`src/hw/drs_defines.vh`:
```
// drs_defines.vh: constants for the drive run sequencer
`ifndef DRS_DEFINES_VH
`define DRS_DEFINES_VH
// terminal function codes
`define DRS_FUNC_W          6
`define DRS_FUNC_RUN_EN     6'h0D
`define DRS_FUNC_3WIRE      6'h0E
// safe operation selection
`define DRS_SAFE_ALWAYS     1'h0
`define DRS_SAFE_TERMINAL   1'h1
// stop method on loss of enable
`define DRS_STOP_COAST      2'h0
`define DRS_STOP_QSTOP      2'h1
`define DRS_STOP_QRESUME    2'h2
// control mode that permits dwell
`define DRS_CTRL_VF         3'h0
// defaults in tenths of seconds and hundredths of hertz
`define DRS_QSTOP_DEF       13'h0032
`define DRS_DWELL_FREQ_DEF  16'h01F4
`define DRS_DWELL_TIME_DEF  10'h000
// input qualification: 1 ms at 250 MHz (4 ns)
`define DRS_QUAL_NS         1000000
`define DRS_CLK_NS          4
`define DRS_QUAL_CYC        ((`DRS_QUAL_NS + `DRS_CLK_NS - 1) / `DRS_CLK_NS)
// 0.1 s tick at 250 MHz
`define DRS_TICK_NS         100000000
`define DRS_TICK_CYC        (`DRS_TICK_NS / `DRS_CLK_NS)
`define DRS_CNT_W           25
`endif

```
`src/hw/drs_qual.v`:
```
// drs_qual.v: two-flop synchroniser and minimum-width filter for one terminal
module drs_qual #(
  parameter QUAL_CYC = 250000
) (
  input  wire clk,    // system clock
  input  wire rst_n,  // synchronous reset, active low
  input  wire pin,    // raw terminal level
  output reg  level   // qualified level
);
  `include "drs_defines.vh"
  reg                  sync1_reg;
  reg                  sync2_reg;
  reg [`DRS_CNT_W-1:0] cnt_reg;
  // ========================================
  // synchronise, then require a stable run
  // width qualification counter
  always @(posedge clk) begin
    if (!rst_n) begin
      sync1_reg <= 1'h0;
      sync2_reg <= 1'h0;
      cnt_reg   <= {`DRS_CNT_W{1'b0}};
      level     <= 1'h0;
    end else begin
      sync1_reg <= pin;
      sync2_reg <= sync1_reg;
      // any return to the qualified level restarts the count, so short glitches never pass
      if (sync2_reg == level)
        cnt_reg <= {`DRS_CNT_W{1'b0}};
      else if (cnt_reg >= QUAL_CYC[`DRS_CNT_W-1:0] - 25'h0000001) begin
        level   <= sync2_reg;
        cnt_reg <= {`DRS_CNT_W{1'b0}};
      end else
        cnt_reg <= cnt_reg + 25'h0000001;
    end
  end
endmodule

```
`src/hw/drs_top.v`:
```
// drs_top.v: run sequencer with three-wire latch, safe enable and dwell holds
`include "drs_defines.vh"
// Functional notes
// - three-wire function latches a momentary run press after release.
// - in three-wire mode, forward and reverse together stop the drive.
// - run-enable terminal function makes that terminal gate all run commands.
// - safe selection 0 disables gating; 1 (default) needs the enable terminal.
// - coast method blocks the output at once when enable drops.
// - quick-stop ramps down, then needs a fresh run command to restart.
// - quick-stop-resume ramps down, restarts when run present and enable on.
// - quick-stop time only for quick-stop methods; default 5 s, 0-600 s.
// - dwell holds only in plain voltage-per-frequency control mode.
// - on run, go to accel dwell frequency, hold, then normal ramp.
// - on stop, go to decel dwell frequency, hold, then ramp down.
// - dwell frequencies default 5 Hz, dwell times default 0, 0-60 s.
// - skip a dwell when its time or frequency is zero.
// - only the first acceleration after a run command dwells.
// - decel dwell only for stop ramps, not reference changes or brake control.
module drs_top #(
  parameter QUAL_CYC = `DRS_QUAL_CYC,  // terminal qualification cycles
  parameter TICK_CYC = `DRS_TICK_CYC   // cycles per 0.1 s tick
) (
  input  wire        clk,              // system clock, 250 MHz
  input  wire        rst_n,            // synchronous reset, active low
  input  wire        fwd_pin,          // forward run terminal
  input  wire        rev_pin,          // reverse run terminal
  input  wire        aux_pin,          // multi-function terminal (stop or enable)
  input  wire        enable_pin,       // dedicated enable terminal
  input  wire [5:0]  input_terminal_function, // function of aux terminal
  input  wire        gating_by_terminal,      // safe selection, 1 = gated
  input  wire [1:0]  stop_method,      // coast, quick-stop, quick-stop resume
  input  wire [12:0] qstop_time,       // quick-stop time, 0.1 s units
  input  wire [2:0]  control_mode,     // control mode, 0 = plain V/F
  input  wire [15:0] acc_dwell_freq,   // accel dwell frequency, 0.01 Hz
  input  wire [9:0]  acc_dwell_time,   // accel dwell time, 0.1 s
  input  wire [15:0] dec_dwell_freq,   // decel dwell frequency, 0.01 Hz
  input  wire [9:0]  dec_dwell_time,   // decel dwell time, 0.1 s
  input  wire [15:0] target_freq,      // speed reference, 0.01 Hz
  input  wire [15:0] output_freq,      // present ramp output, 0.01 Hz
  input  wire        brake_ctrl,       // external brake control active
  output reg         run_out,          // run request to ramp generator
  output reg         dir_rev,          // direction, 1 = reverse
  output reg         out_block,        // inverter output blocked
  output reg         use_qstop,        // ramp uses quick-stop time
  output reg  [12:0] ramp_time,        // quick-stop time, passed on every cycle
  output reg  [15:0] freq_ref,         // reference to ramp generator
  output reg         ramp_hold,        // hold ramp at present frequency
  output reg  [3:0]  dwell_state       // one-hot sequencer state
);

  // ========================================
  // operating overview
  // terminals pass two sync flops, then a width filter
  // filter length sets the shortest press that counts
  // latency from pin to run_out: 2 + QUAL_CYC + 1..2 cycles
  // three-wire: aux is the stop button, low means stop
  // run-enable function: aux becomes the enable terminal
  // otherwise the dedicated enable pin gates the run
  // config inputs are same-clock levels, read every edge
  // changing config mid-run takes effect at once
  // dwell timers count a shared 0.1 s tick
  // first tick after entering a hold may come early
  // so a hold lasts between n-1 and n tick periods
  // trade-off: one divider instead of a counter per hold
  // quick-stop ramps skip the decel dwell unless output is at or below dec_dwell_freq when enable drops
  // brake control suppresses the decel dwell only
  // outputs are all registered, one cycle after decode
  // ramp generator owns the actual frequency slope

  // ========================================
  // terminal qualification
  wire fwd_q;
  wire rev_q;
  wire aux_q;
  wire en_q;
  // one filter per terminal; all share the same width
  // forward and reverse run terminals
  drs_qual #(.QUAL_CYC(QUAL_CYC)) u_fwd (.clk(clk), .rst_n(rst_n), .pin(fwd_pin), .level(fwd_q));
  drs_qual #(.QUAL_CYC(QUAL_CYC)) u_rev (.clk(clk), .rst_n(rst_n), .pin(rev_pin), .level(rev_q));
  // multi-function terminal and dedicated enable
  drs_qual #(.QUAL_CYC(QUAL_CYC)) u_aux (.clk(clk), .rst_n(rst_n), .pin(aux_pin), .level(aux_q));
  drs_qual #(.QUAL_CYC(QUAL_CYC)) u_en  (.clk(clk), .rst_n(rst_n), .pin(enable_pin), .level(en_q));

  // ========================================
  // three-wire latch and run command
  wire three_wire = (input_terminal_function == `DRS_FUNC_3WIRE);
  wire run_en_fn  = (input_terminal_function == `DRS_FUNC_RUN_EN);
  reg  latch_reg;
  reg  latch_dir_reg;
  reg  fwd_d_reg;
  reg  rev_d_reg;
  wire fwd_rise = fwd_q & ~fwd_d_reg;
  wire rev_rise = rev_q & ~rev_d_reg;

  // enable source is the aux terminal when so assigned
  wire enable_src = run_en_fn ? aux_q : en_q;
  // selection 0 ignores the enable terminal
  // enable loss is level based, no edge needed to stop
  wire enabled    = (gating_by_terminal == `DRS_SAFE_ALWAYS) | enable_src;

  // momentary presses latch; aux low (stop button) releases
  // both directions at once stop the drive
  always @(posedge clk) begin
    if (!rst_n) begin
      latch_reg     <= 1'h0;
      latch_dir_reg <= 1'h0;
      fwd_d_reg     <= 1'h0;
      rev_d_reg     <= 1'h0;
    end else begin
      fwd_d_reg <= fwd_q;
      rev_d_reg <= rev_q;
      if (!three_wire || (fwd_q && rev_q) || !aux_q)
        latch_reg <= 1'h0;
      else if (fwd_rise) begin
        latch_reg     <= 1'h1;
        latch_dir_reg <= 1'h0;
      end else if (rev_rise) begin
        latch_reg     <= 1'h1;
        latch_dir_reg <= 1'h1;
      end
    end
  end

  // raw command: two-wire levels or the three-wire latch
  // two-wire: both directions at once cancel to no run
  wire cmd_run = three_wire ? latch_reg : (fwd_q ^ rev_q);
  wire cmd_dir = three_wire ? latch_dir_reg : rev_q;
  wire cmd_rise;
  reg  cmd_d_reg;
  assign cmd_rise = cmd_run & ~cmd_d_reg;

  // ========================================
  // safe operation: stopped by enable loss until allowed again
  reg  safe_stop_reg;
  // quick covers both ramped stop methods
  wire quick = (stop_method == `DRS_STOP_QSTOP) | (stop_method == `DRS_STOP_QRESUME);
  // stop flag set by enable loss, cleared per method
  // enable loss wins over any clear in the same cycle
  always @(posedge clk) begin
    if (!rst_n) begin
      safe_stop_reg <= 1'h0;
      cmd_d_reg     <= 1'h0;
    end else begin
      cmd_d_reg <= cmd_run;
      if (!enabled)
        safe_stop_reg <= 1'h1;
      // quick-stop needs a new run edge after enable returns
      else if (stop_method == `DRS_STOP_QSTOP)
        safe_stop_reg <= safe_stop_reg & ~cmd_rise;
      // resume restarts at once with run present and enable on
      else
        safe_stop_reg <= 1'h0;
    end
  end
  wire run_ok = cmd_run & ~safe_stop_reg & enabled;

  // ========================================
  // 0.1 s tick divider for dwell timers
  // free running; holds are not phase aligned to it
  reg [`DRS_CNT_W-1:0] div_reg;
  wire tick = (div_reg == TICK_CYC[`DRS_CNT_W-1:0] - 25'h0000001);
  always @(posedge clk) begin
    if (!rst_n)
      div_reg <= {`DRS_CNT_W{1'b0}};
    else if (tick)
      div_reg <= {`DRS_CNT_W{1'b0}};
    else
      div_reg <= div_reg + 25'h0000001;
  end

  // ========================================
  // dwell sequencer, one-hot states
  localparam ST_STOP = 4'h1;
  localparam ST_ACC  = 4'h2;
  localparam ST_RUN  = 4'h4;
  localparam ST_DEC  = 4'h8;
  reg [3:0] state_reg;
  reg [3:0] state_next;
  reg [9:0] tmr_reg;
  reg [9:0] tmr_next;
  reg       first_reg;
  reg       first_next;
  reg       stopping_reg;
  reg       dec_done_reg;
  reg       dec_done_next;

  wire vf = (control_mode == `DRS_CTRL_VF);
  // dwell settings arrive as ports; defaults live outside
  // zero time or zero frequency skips a hold
  wire acc_dwell_on = vf & (acc_dwell_time != 10'h000) & (acc_dwell_freq != 16'h0000);
  wire dec_dwell_on = vf & (dec_dwell_time != 10'h000) & (dec_dwell_freq != 16'h0000) & ~brake_ctrl;
  wire at_standstill = (output_freq == 16'h0000);

  always @* begin
    state_next    = state_reg;
    tmr_next      = tmr_reg;
    first_next    = first_reg;
    dec_done_next = dec_done_reg;
    case (state_reg)
      ST_STOP: begin
        dec_done_next = 1'h0;
        if (run_ok) begin
          // only the first acceleration after a run command dwells
          first_next = 1'h0;
          tmr_next   = 10'h000;
          state_next = (acc_dwell_on && first_reg) ? ST_ACC : ST_RUN;
        end
        if (!cmd_run)
          first_next = 1'h1;
      end
      ST_ACC: begin
        // hold at dwell frequency for the dwell time, then go on
        if (!run_ok)
          state_next = ST_RUN;
        else if (output_freq >= acc_dwell_freq) begin
          if (tick)
            tmr_next = tmr_reg + 10'h001;
          if (tmr_reg >= acc_dwell_time)
            state_next = ST_RUN;
        end
      end
      ST_RUN: begin
        // only a stop ramp passing the dwell frequency holds
        if (!run_ok && dec_dwell_on && !dec_done_reg && !use_qstop &&
            output_freq <= dec_dwell_freq && !at_standstill) begin
          tmr_next   = 10'h000;
          state_next = ST_DEC;
        end else if (!run_ok && at_standstill)
          state_next = ST_STOP;
        if (!cmd_run)
          first_next = 1'h1;
      end
      ST_DEC: begin
        // hold, then continue at the normal rate
        if (tick)
          tmr_next = tmr_reg + 10'h001;
        if (tmr_reg >= dec_dwell_time || run_ok) begin
          dec_done_next = 1'h1;
          state_next    = ST_RUN;
        end
      end
      default: state_next = ST_STOP;
    endcase
  end

  // sequencer registers; a run clears the decel-done mark
  // so each new stop may dwell once more
  always @(posedge clk) begin
    if (!rst_n) begin
      state_reg    <= ST_STOP;
      tmr_reg      <= 10'h000;
      first_reg    <= 1'h1;
      dec_done_reg <= 1'h0;
      stopping_reg <= 1'h0;
    end else begin
      state_reg    <= state_next;
      tmr_reg      <= tmr_next;
      first_reg    <= first_next;
      dec_done_reg <= run_ok ? 1'h0 : dec_done_next;
      stopping_reg <= ~run_ok;
    end
  end

  // ========================================
  // registered outputs to the ramp generator
  // decoded from state_next so outputs track the state
  // dwell_state and freq_ref change on the same edge
  always @(posedge clk) begin
    if (!rst_n) begin
      run_out     <= 1'h0;
      dir_rev     <= 1'h0;
      out_block   <= 1'h1;
      use_qstop   <= 1'h0;
      ramp_time   <= `DRS_QSTOP_DEF;
      freq_ref    <= 16'h0000;
      ramp_hold   <= 1'h0;
      dwell_state <= ST_STOP;
    end else begin
      run_out     <= run_ok;
      dir_rev     <= cmd_dir;
      dwell_state <= state_next;
      // coast blocks the output the moment enable drops
      out_block   <= ((!enabled && !quick) || (state_next == ST_STOP && !run_ok));
      // quick-stop time only under the quick-stop methods
      use_qstop   <= safe_stop_reg & quick & ~run_ok;
      ramp_time   <= qstop_time;
      // hold only once the dwell frequency is reached
      ramp_hold   <= ((state_next == ST_ACC) && (output_freq >= acc_dwell_freq)) ||
                     (state_next == ST_DEC);
      case (state_next)
        ST_ACC:  freq_ref <= acc_dwell_freq;
        ST_DEC:  freq_ref <= dec_dwell_freq;
        ST_RUN:  freq_ref <= run_ok ? target_freq : 16'h0000;
        default: freq_ref <= 16'h0000;
      endcase
    end
  end
endmodule

```
`config.mk`:
```
export PLATFORM = sky130hd
export DESIGN_NAME = drs_top
export DESIGN_NICKNAME = d
export VERILOG_FILES = /design/src/hw/drs_qual.v /design/src/hw/drs_top.v
export VERILOG_INCLUDE_DIRS = /design/src /design/src/hw
export SDC_FILE = /design/constraint.sdc
export NUM_CORES = 1
export LEC_CHECK = 0
export ABC_AREA = 1
export BUFFER_PORTS_ARGS = -buffer_cell sky130_fd_sc_hd__buf_2
export CORE_ASPECT_RATIO = 0.9
export CORE_MARGIN = 4
export CORE_UTILIZATION = 39
export CTS_CLUSTER_DIAMETER = 60
export CTS_CLUSTER_SIZE = 20
export DETAILED_ROUTE_END_ITERATION = 7
export MAX_ROUTING_LAYER = met4
export PLACE_DENSITY = 0.66
export SLEW_MARGIN = 30
export SYNTH_ARGS = -nofsm -noshare
export SYNTH_HDL_FRONTEND = slang
export SYNTH_SLANG_ARGS = --single-unit
export TNS_END_PERCENT = 50
```
`constraint.sdc`:
```
create_clock -name clk -period 1.8 [get_ports clk]
set_input_delay 0.09 -clock clk [delete_from_list [all_inputs] [get_ports clk]]
set_output_delay 0.09 -clock clk [all_outputs]
set_load 0.02 [all_outputs]
```
# ---- Yosys cells after proc, flatten, opt, wreduce, memory -nomap -nowiden
# Index checks and enable logic that the tools add are counted.
# Widths: inputs -> output; s select.
dict set report word_totals {
  elab_cells 182
  output_inout_bits 38
  in_bits 116
  regBits 193
}
dict set report op_classes {
  n_addsub 6
  mux 31
  n_reduce_logical 49
  bitwise 30
  eq_ne 24
  magnitude_cmp 8
}
# operator n
set op_table {}
lappend op_table {{$add 25x1->25 const B} 5}
lappend op_table {{$ge 25x18->1 const B} 4}
lappend op_table {{$mux 10} 5}
lappend op_table {{$pmux 16 s3} 1}
lappend op_table {{$pmux 10 s4} 1}
lappend op_table {{$reduce_bool 16->1} 2}
lappend op_table {{$mux 4} 7}
lappend op_table {{$eq 25x25->1 const B} 1}
lappend op_table {{$ge 10x10->1} 2}
lappend op_table {{$reduce_bool 10->1} 2}
lappend op_table {{$ge 16x16->1} 1}
lappend op_table {{$le 16x16->1} 1}
lappend op_table {{$logic_not 16->1} 1}
lappend op_table {{$mux 16} 1}
lappend op_table {{$pmux 4 s4} 1}
lappend op_table {{$not 1->1} 14}
lappend op_table {{$and 1x1->1} 13}
lappend op_table {{$eq 6x4->1 const B} 2}
lappend op_table {{$mux 1} 12}
lappend op_table {{$ne 2x2->1 const B} 6}
lappend op_table {{$reduce_and 2->1} 6}
lappend op_table {{$reduce_or 3->1} 4}
lappend op_table {{$logic_and 1x1->1} 11}
lappend op_table {{$add 10x1->10 const B} 1}
lappend op_table {{other kinds (20)} 44}

# ---- Logic depth before layout (Yosys ltp)
# Gate-level depths: netlist of run 1.
dict set report depth {
  depth_word 15
  depth_mapped 20
  depth_no_buf 19
}

# ---- Hierarchy
# From an unflattened synthesis of run 1, not the netlist that was laid out.
dict set report unflattened {
  hier_cells 1562
  hier_area_um2 11105.7
}
# mod area_each_um2 cells_per_inst n_inst seq_area_each_um2
set modules_own_cells {}
lappend modules_own_cells {drs_qual 1392.6 180 4 560.5}
lappend modules_own_cells {drs_top 5535.3 842 1 1621.6}

# ---- Worst setup path before layout of run 1
# No wires, ideal clock.
dict set report synth_path {
  path_kind {register -> register}
  start {register tmr_reg[7]}
  end {register freq_ref[12]}
  t_required_ns 1.691
  period_less_slack_ns 1.894
  setup_slack_ns -0.094
  t_arrival_ns 1.785
  setup_ns 0.109
  stages_incl_launch_ff 16
  path_buffers 1
  cell_sequence {dfxtp_1 ha_1 a21o_1 a21oi_1 nand3_1 nor2_1 nand2_1 nand2_1 nand2_1 inv_2 nand3_4 buf_6 nand2_1 nand3_1 nand2_1 inv_1}
}
dict set report synth_between {
  elab_chain_cells 7
  elab_cells_between_ends 12
  cone_classes {order compare (2); eq/ne (3); mux (6); reduce/logical (1)}
}
# item line
set synth_lines {}
lappend synth_lines {{start, declared} drs_top.v:179} ;# reg [9:0] tmr_reg;
lappend synth_lines {{start signal, assigned} drs_top.v:257} ;# tmr_reg <= tmr_next;
lappend synth_lines {{$ge 10x10->1} drs_top.v:218} ;# if (tmr_reg >= acc_dwell_time)
lappend synth_lines {{$mux 4} drs_top.v:218}
lappend synth_lines {{$mux 4} drs_top.v:215} ;# else if (output_freq >= acc_dwell_freq) begin
lappend synth_lines {{$mux 4} drs_top.v:213} ;# if (!run_ok)
lappend synth_lines {{$pmux 4 s4 (*)} drs_top.v:199} ;# case (state_reg)
lappend synth_lines {{$eq 4x3->1, or another cell as far along} drs_top.v:290} ;# case (state_next)
lappend synth_lines {{$pmux 16 s3 (*)} drs_top.v:290}
lappend synth_lines {{end signal, assigned} drs_top.v:291} ;# ST_ACC: freq_ref <= acc_dwell_freq;
lappend synth_lines {{end signal, assigned} drs_top.v:292} ;# ST_DEC: freq_ref <= dec_dwell_freq;
lappend synth_lines {{end signal, assigned} drs_top.v:293} ;# ST_RUN: freq_ref <= run_ok ? target_freq : 16'h0000;
lappend synth_lines {{end, declared} drs_top.v:46} ;# output reg [15:0] freq_ref,
# Every way passes the cells marked *; elsewhere a longest branch is shown, timed or not.
# A chain may end at the register's enable or synchronous reset.

# ---- Worst setup path in the final report of run 1
dict set report layout_path {
  start {register tmr_reg[7]}
  end {register freq_ref[7]}
}
# The elaborated chain is that of the path after synthesis.

==> results of run 1 <==
power by group:
group | switching (mW) | internal (mW)
Sequential | 0.0422 | 4.34
Clock | 1.86 | 1.99
Combinational | 0.586 | 0.495
cell usage after synthesis (2+ instances only):
cell	number
nor4_1	11
nand2_2	3
nor2_1	194
or2_2	14
dfxtp_1	193
nand4_1	29
a31oi_1	5
nand2_1	296
buf_6	5
nand3_2	12
nand2_4	2
buf_2	6
nand3_4	4
o21a_1	3
nor3_1	42
nor3_2	7
nor2_4	5
nor4_2	4
clkbuf_1	9
inv_1	220
ha_1	60
xor2_1	24
o21ai_0	22
nor3b_1	17
nor2_2	12
nand3_1	72
a21o_1	5
or2_0	2
o211ai_1	3
nor2_8	2
a21oi_1	78
and2_1	2
o21ai_1	5
xnor2_1	11
inv_2	6
repair_timing:
item	CTS	global route
setup buffers	33	39
hold buffers	25	0
pin swaps	44	110
endpoints found under the hold margin	23	0
cloned	2	2
gates resized for setup	77	224
endpoints found under the setup margin	61	117
cell families (layout without fill, tap and decap cells):
logic type / Yosys count / after routing / synth area share
compound gates: 129 / 129 / 0.0714
xor+xnor: 35 / 35 / 0.0304
fa+ha+maj: 60 / 60 / 0.0744
buf+inv: 247 / 677 / 0.0973
flops: 193 / 193 / 0.383
other cells: 1 / 28 / 0.000371
simple gates: 733 / 737 / 0.344
critical path: stages, from the launching register on:
cell and delay [ns]:
dfxtp_4 0.36, ha_1 0.31, a21oi_2 0.15, nor2_1 0.06
nor2_1 0.12, nand4_1 0.13, nand2_2 0.10, buf_4 0.12
nand3_4 0.16, nand2_8 0.15, nand2_1 0.05, nand2_1 0.08
inv_1 0.06, a21oi_2 0.12
worst min-delay path by stage:
stage | endpoint | slack, ns | depth (start not counted)
2_1_floorplan | ramp_time[0] | 0.19 | 2
3_3_place_gp | ramp_time[12] | 0.27 | 3
3_5_place_dp | u_rev.sync1_reg | 0.28 | 3
4_1_cts | use_qstop | 0.02 | 3
5_1_grt | use_qstop | 0.04 | 3
6_report | use_qstop | 0.04 | 3
layout make-up:
class                      count  area (um^2)  area share
sequential                   193         3920       0.255
clock buffer                  18          429      0.0280
multi-input combinational    989         6530       0.426
clock inverter                14          169      0.0110
tap                          342          428      0.0279
inverter                     226          852      0.0556
timing repair buffer         419         3010       0.196
metal layers:
layer,global-route usage,vias to the layer above,wire [um]
li1,-,5330,-
met1,0.252,4814,13400
met2,0.336,259,14900
met3,0.0278,51,1410
met4,0.0513,0,636
met5,-,-,0
==> run summary, run 1 <==
Worst EP arrival: 2.40 ns
Vias in the first global route: 9,886
CTS Buf Count: 17
Commonest non-fill, non-tap cell in the layout: nand2_1
Static Leak: 7.06 nW
Post-synth top area cell: dfxtp_1
Max Fclk: 0.494 GHz
R2R depth: 13
CTS sink cnt: 193
Required time worst endpoint: 2.18 ns
Final TNS setup: -4.16 ns
Post-layout instance count excluding filler cells: 2,201
CTS tree: built
Worst setup margin: -0.224 ns
Layout cells sized above 1: 0.386
Max-cap violations: 0
Clock tree buffer depth: 2
Die footprint: 28,500 um^2
Starting Density: 0.399
DR iter-0 viols: 493
Crit share post-route: 1.12
Area contributors post-synth: dfxtp_1, nand2_1, inv_1
Hold Slack: 0.0437 ns
Height of the die: 161 um
Tightest Hold Check Type: in -> reg
Final nets: 2,022
# fillers: 2,183
Netlist cell types: 48
IO buf count: 153
Drt drc: 0
Final instance area: 15,300 um^2
Cells after Synth: 1,398
Final Total Pwr: 9.30 mW
Worst VDD drop: 0.621 mV
Worst reg2reg endpoint: freq_ref[7]
Seq/Total Area, Yosys: 0.383
Num ports: 154
Pwr per Cell Area: 607 nW/um^2
Post-synth ARST share: 0
Total grt overflow: 0
Crit Path Class: reg -> reg
Utilization after layout: 0.606
Most frequent cells in the layout: nand2_1, buf_4, inv_1
Routed Antenna Nets: 0
Die W: 178 um
Critical path origin: tmr_reg[7]
Endpoints failing hold: 0
Post-DP HPWL: 20.8 mm
Worst slack at placement: -0.245 ns
#FFs+latches synth: 193
Clock Skew: 0.0175 ns
Tmin final: 2.02 ns
CP endpoint kind: flip-flop
GP Congestion: 0.926
Reg-to-reg critical path startpoint: tmr_reg[7]
Status: complete, but fails checks
Row cnt: 55
Clock slew at reported path FFs: 0.08 ns
Initial antenna violation count: 0
Worst setup endpoint: freq_ref[7]
Vias per cell: 4.75
Hold path start: stop_method[0]
Unrepaired setup endpoints after global routing: yes
Critical path fanouts, max: 5
WL per Instance: 13.8 um
Slew Viols, Final: 0
Mapped Avg Cell Area: 7.22 um^2
Post-synth EDFFs: 0
Syn. warnings: 0
Placed insts: 2,074
Mapped Area: 10,100 um^2
Main synth FF type: dfxtp_1
H-tree depth: 4
Post-DP Area: 12,700 um^2
Final setup viols: 38
Yosys top cell area share: 0.383
Failing checks: setup timing
Area grow syn2layout: 51.9%
Diodes inserted: 0
Root buf cell: clkbuf_16
Largest net degree at the start of global routing: 30
First-pass GRT wire length: 46.0 mm
Core box area: 25,300 um^2
R2r setup slk: -0.22 ns
Startpoint Class: flip-flop
Total GRT Usage: 0.199
Via count: 10,500
Wirelength, routed: 30.4 mm
Clock insertion delay at the later pin of the skew report: 0.44 ns
DR pass1 iterations: 5
(Power assumes the default switching activity.)
==> inputs of run 2 (changes only) <==
--- a/config.mk
+++ b/config.mk
@@ -16,6 +16,8 @@
 export DETAILED_ROUTE_END_ITERATION = 7
 export MAX_ROUTING_LAYER = met4
 export PLACE_DENSITY = 0.66
+export RECOVER_POWER = 25
+export REMOVE_ABC_BUFFERS = 1
 export SLEW_MARGIN = 30
 export SYNTH_ARGS = -nofsm -noshare
 export SYNTH_HDL_FRONTEND = slang
==> run summary, run 2 (same netlist as run 1, synthesis figures left out) <==
Status: complete, but fails checks
Failing checks: setup timing
Worst EP arrival: 2.44 ns
Starting Density: 0.399
Net switching power figure: 2.49 mW
Tightest Hold Check Type: in -> reg
Post-DP Area: 12,600 um^2
Clock Skew: 0.00995 ns
Gate power share: 0.118
Most frequent cells in the layout: nand2_1, inv_1, buf_4
Worst VDD drop: 0.596 mV
Post-DP HPWL: 20.8 mm
Final Total Pwr: 9.63 mW
Final setup viols: 37
Max-cap violations: 0
Vias in the first global route: 9,803
Layout cells sized above 1: 0.385
Sequential power share: 0.454
Required time worst endpoint: 2.14 ns
Pint: 7.14 mW
Crit share post-route: 1.17
Static Leak: 7.13 nW
# fillers: 2,124
Pwr per Cell Area: 622 nW/um^2
CP endpoint kind: flip-flop
Row cnt: 55
Clock insertion delay at the later pin of the skew report: 0.44 ns
Die footprint: 28,500 um^2
Total GRT Usage: 0.201
Worst slack at placement: -0.454 ns
Clock slew at reported path FFs: 0.08 ns
Final TNS setup: -5.56 ns
Final instance area: 15,500 um^2
CTS tree: built
Slew Viols, Final: 0
Wirelength, routed: 31.9 mm
Unrepaired setup endpoints after global routing: yes
Initial antenna violation count: 1
Final nets: 2,016
Max Fclk: 0.476 GHz
Die W: 178 um
Startpoint Class: flip-flop
DR iter-0 viols: 697
Area grow syn2layout: 53.5%
First-pass GRT wire length: 45.8 mm
Commonest non-fill, non-tap cell in the layout: nand2_1
Tmin final: 2.10 ns
Routed Antenna Nets: 0
Switching power share of the total: 0.259
Via count: 10,800
Diodes inserted: 0
H-tree depth: 4
Crit Path Class: reg -> reg
Endpoints failing hold: 0
Drt drc: 0
Total grt overflow: 0
IO buf count: 153
DR pass1 iterations: 5
Clock tree buffer depth: 2
GP Congestion: 0.933
Root buf cell: clkbuf_16
Largest net degree at the start of global routing: 24
CTS Buf Count: 17
Vias per cell: 4.91
CTS sink cnt: 193
Core box area: 25,300 um^2
Num ports: 154
Clock share of power: 0.428
Height of the die: 161 um
WL per Instance: 14.5 um
Critical path fanouts, max: 6
Worst setup margin: -0.299 ns
## run 2: changes by cell type in the layout (fill, tap and decap cells not counted), moves of 7 or more
cell,previous run,this run
buf_2,153,146
buf_4,206,195
clkbuf_1,1,9
nand2_1,260,253
nand2_4,12,19
## run 2: metrics by stage
stage	instances	hold WS, ns	util
CTS	2158	0.00714	0.561
global route	2195	0.0250	0.612
global placement	2076	0.270	0.499
detailed placement	2076	0.275	0.499
finish	2195	0.0147	0.612
floorplan	1404	0.159	-
## run 2: critical path: stages (launching register included)
cell and delay, ns:
dfxtp_4 0.36, ha_4 0.28, nand2_4 0.05, buf_6 0.12
nor4_4 0.34, nor2_4 0.10, buf_6 0.13, nand3_2 0.07
o21ai_4 0.10, clkbuf_16 0.17, nand2_1 0.10, nand3_2 0.08
nand2_1 0.07, inv_1 0.04
## run 2: what timing repair did
item / 4_1_cts / 5_1_grt
setup endpoints to repair: 65 / 119
gates cloned: 4 / 2
gates resized for setup: 100 / 254
hold buffers: 24 / 0
hold endpoints to repair: 24 / 0
buffers inserted: 23 / 36
pin swaps: 39 / 105
## run 2: final cells by class
| class | instances | area [um^2] | share of cell area |
|---|---|---|---|
| Multi-Input combinational cell | 989 | 6650 | 0.429 |
| Sequential cell | 193 | 3920 | 0.253 |
| Timing Repair Buffer | 413 | 3000 | 0.193 |
| Inverter | 226 | 865 | 0.0558 |
| Clock buffer | 19 | 443 | 0.0286 |
| Tap cell | 342 | 428 | 0.0276 |
| Clock inverter | 13 | 190 | 0.0123 |
## run 2: per-layer routing
layer  vias up  GRT usage  wire [um]
li1       5322          -          -
met5         -          -          0
met2       391      0.338      15500
met4         0     0.0780       1380
met3       111     0.0273       2000
met1      4959      0.245      12900
## run 2: power groups by stage
stage | Clock [mW] | Combinational (mW) | Sequential [mW]
CTS | 4.17 | 1.04 | 4.38
detailed placement | 0 | 0.918 | 4.48
global placement | 0 | 0.904 | 4.48
global route | 4.36 | 1.24 | 4.38
finish | 4.12 | 1.13 | 4.37
floorplan | 0 | 0.393 | 4.51
## run 2: worst paths after layout
kind / from / slack, ns / endpoint / cells past startpoint
worst max-delay path: tmr_reg[7] / -0.30 / freq_ref[0] / 13
worst min-delay path: acc_dwell_freq[2] / 0.01 / freq_ref[2] / 5
worst max register to register: tmr_reg[7] / -0.30 / freq_ref[0] / 13
worst min register to register: u_en.sync1_reg / 0.41 / u_en.sync2_reg / 2
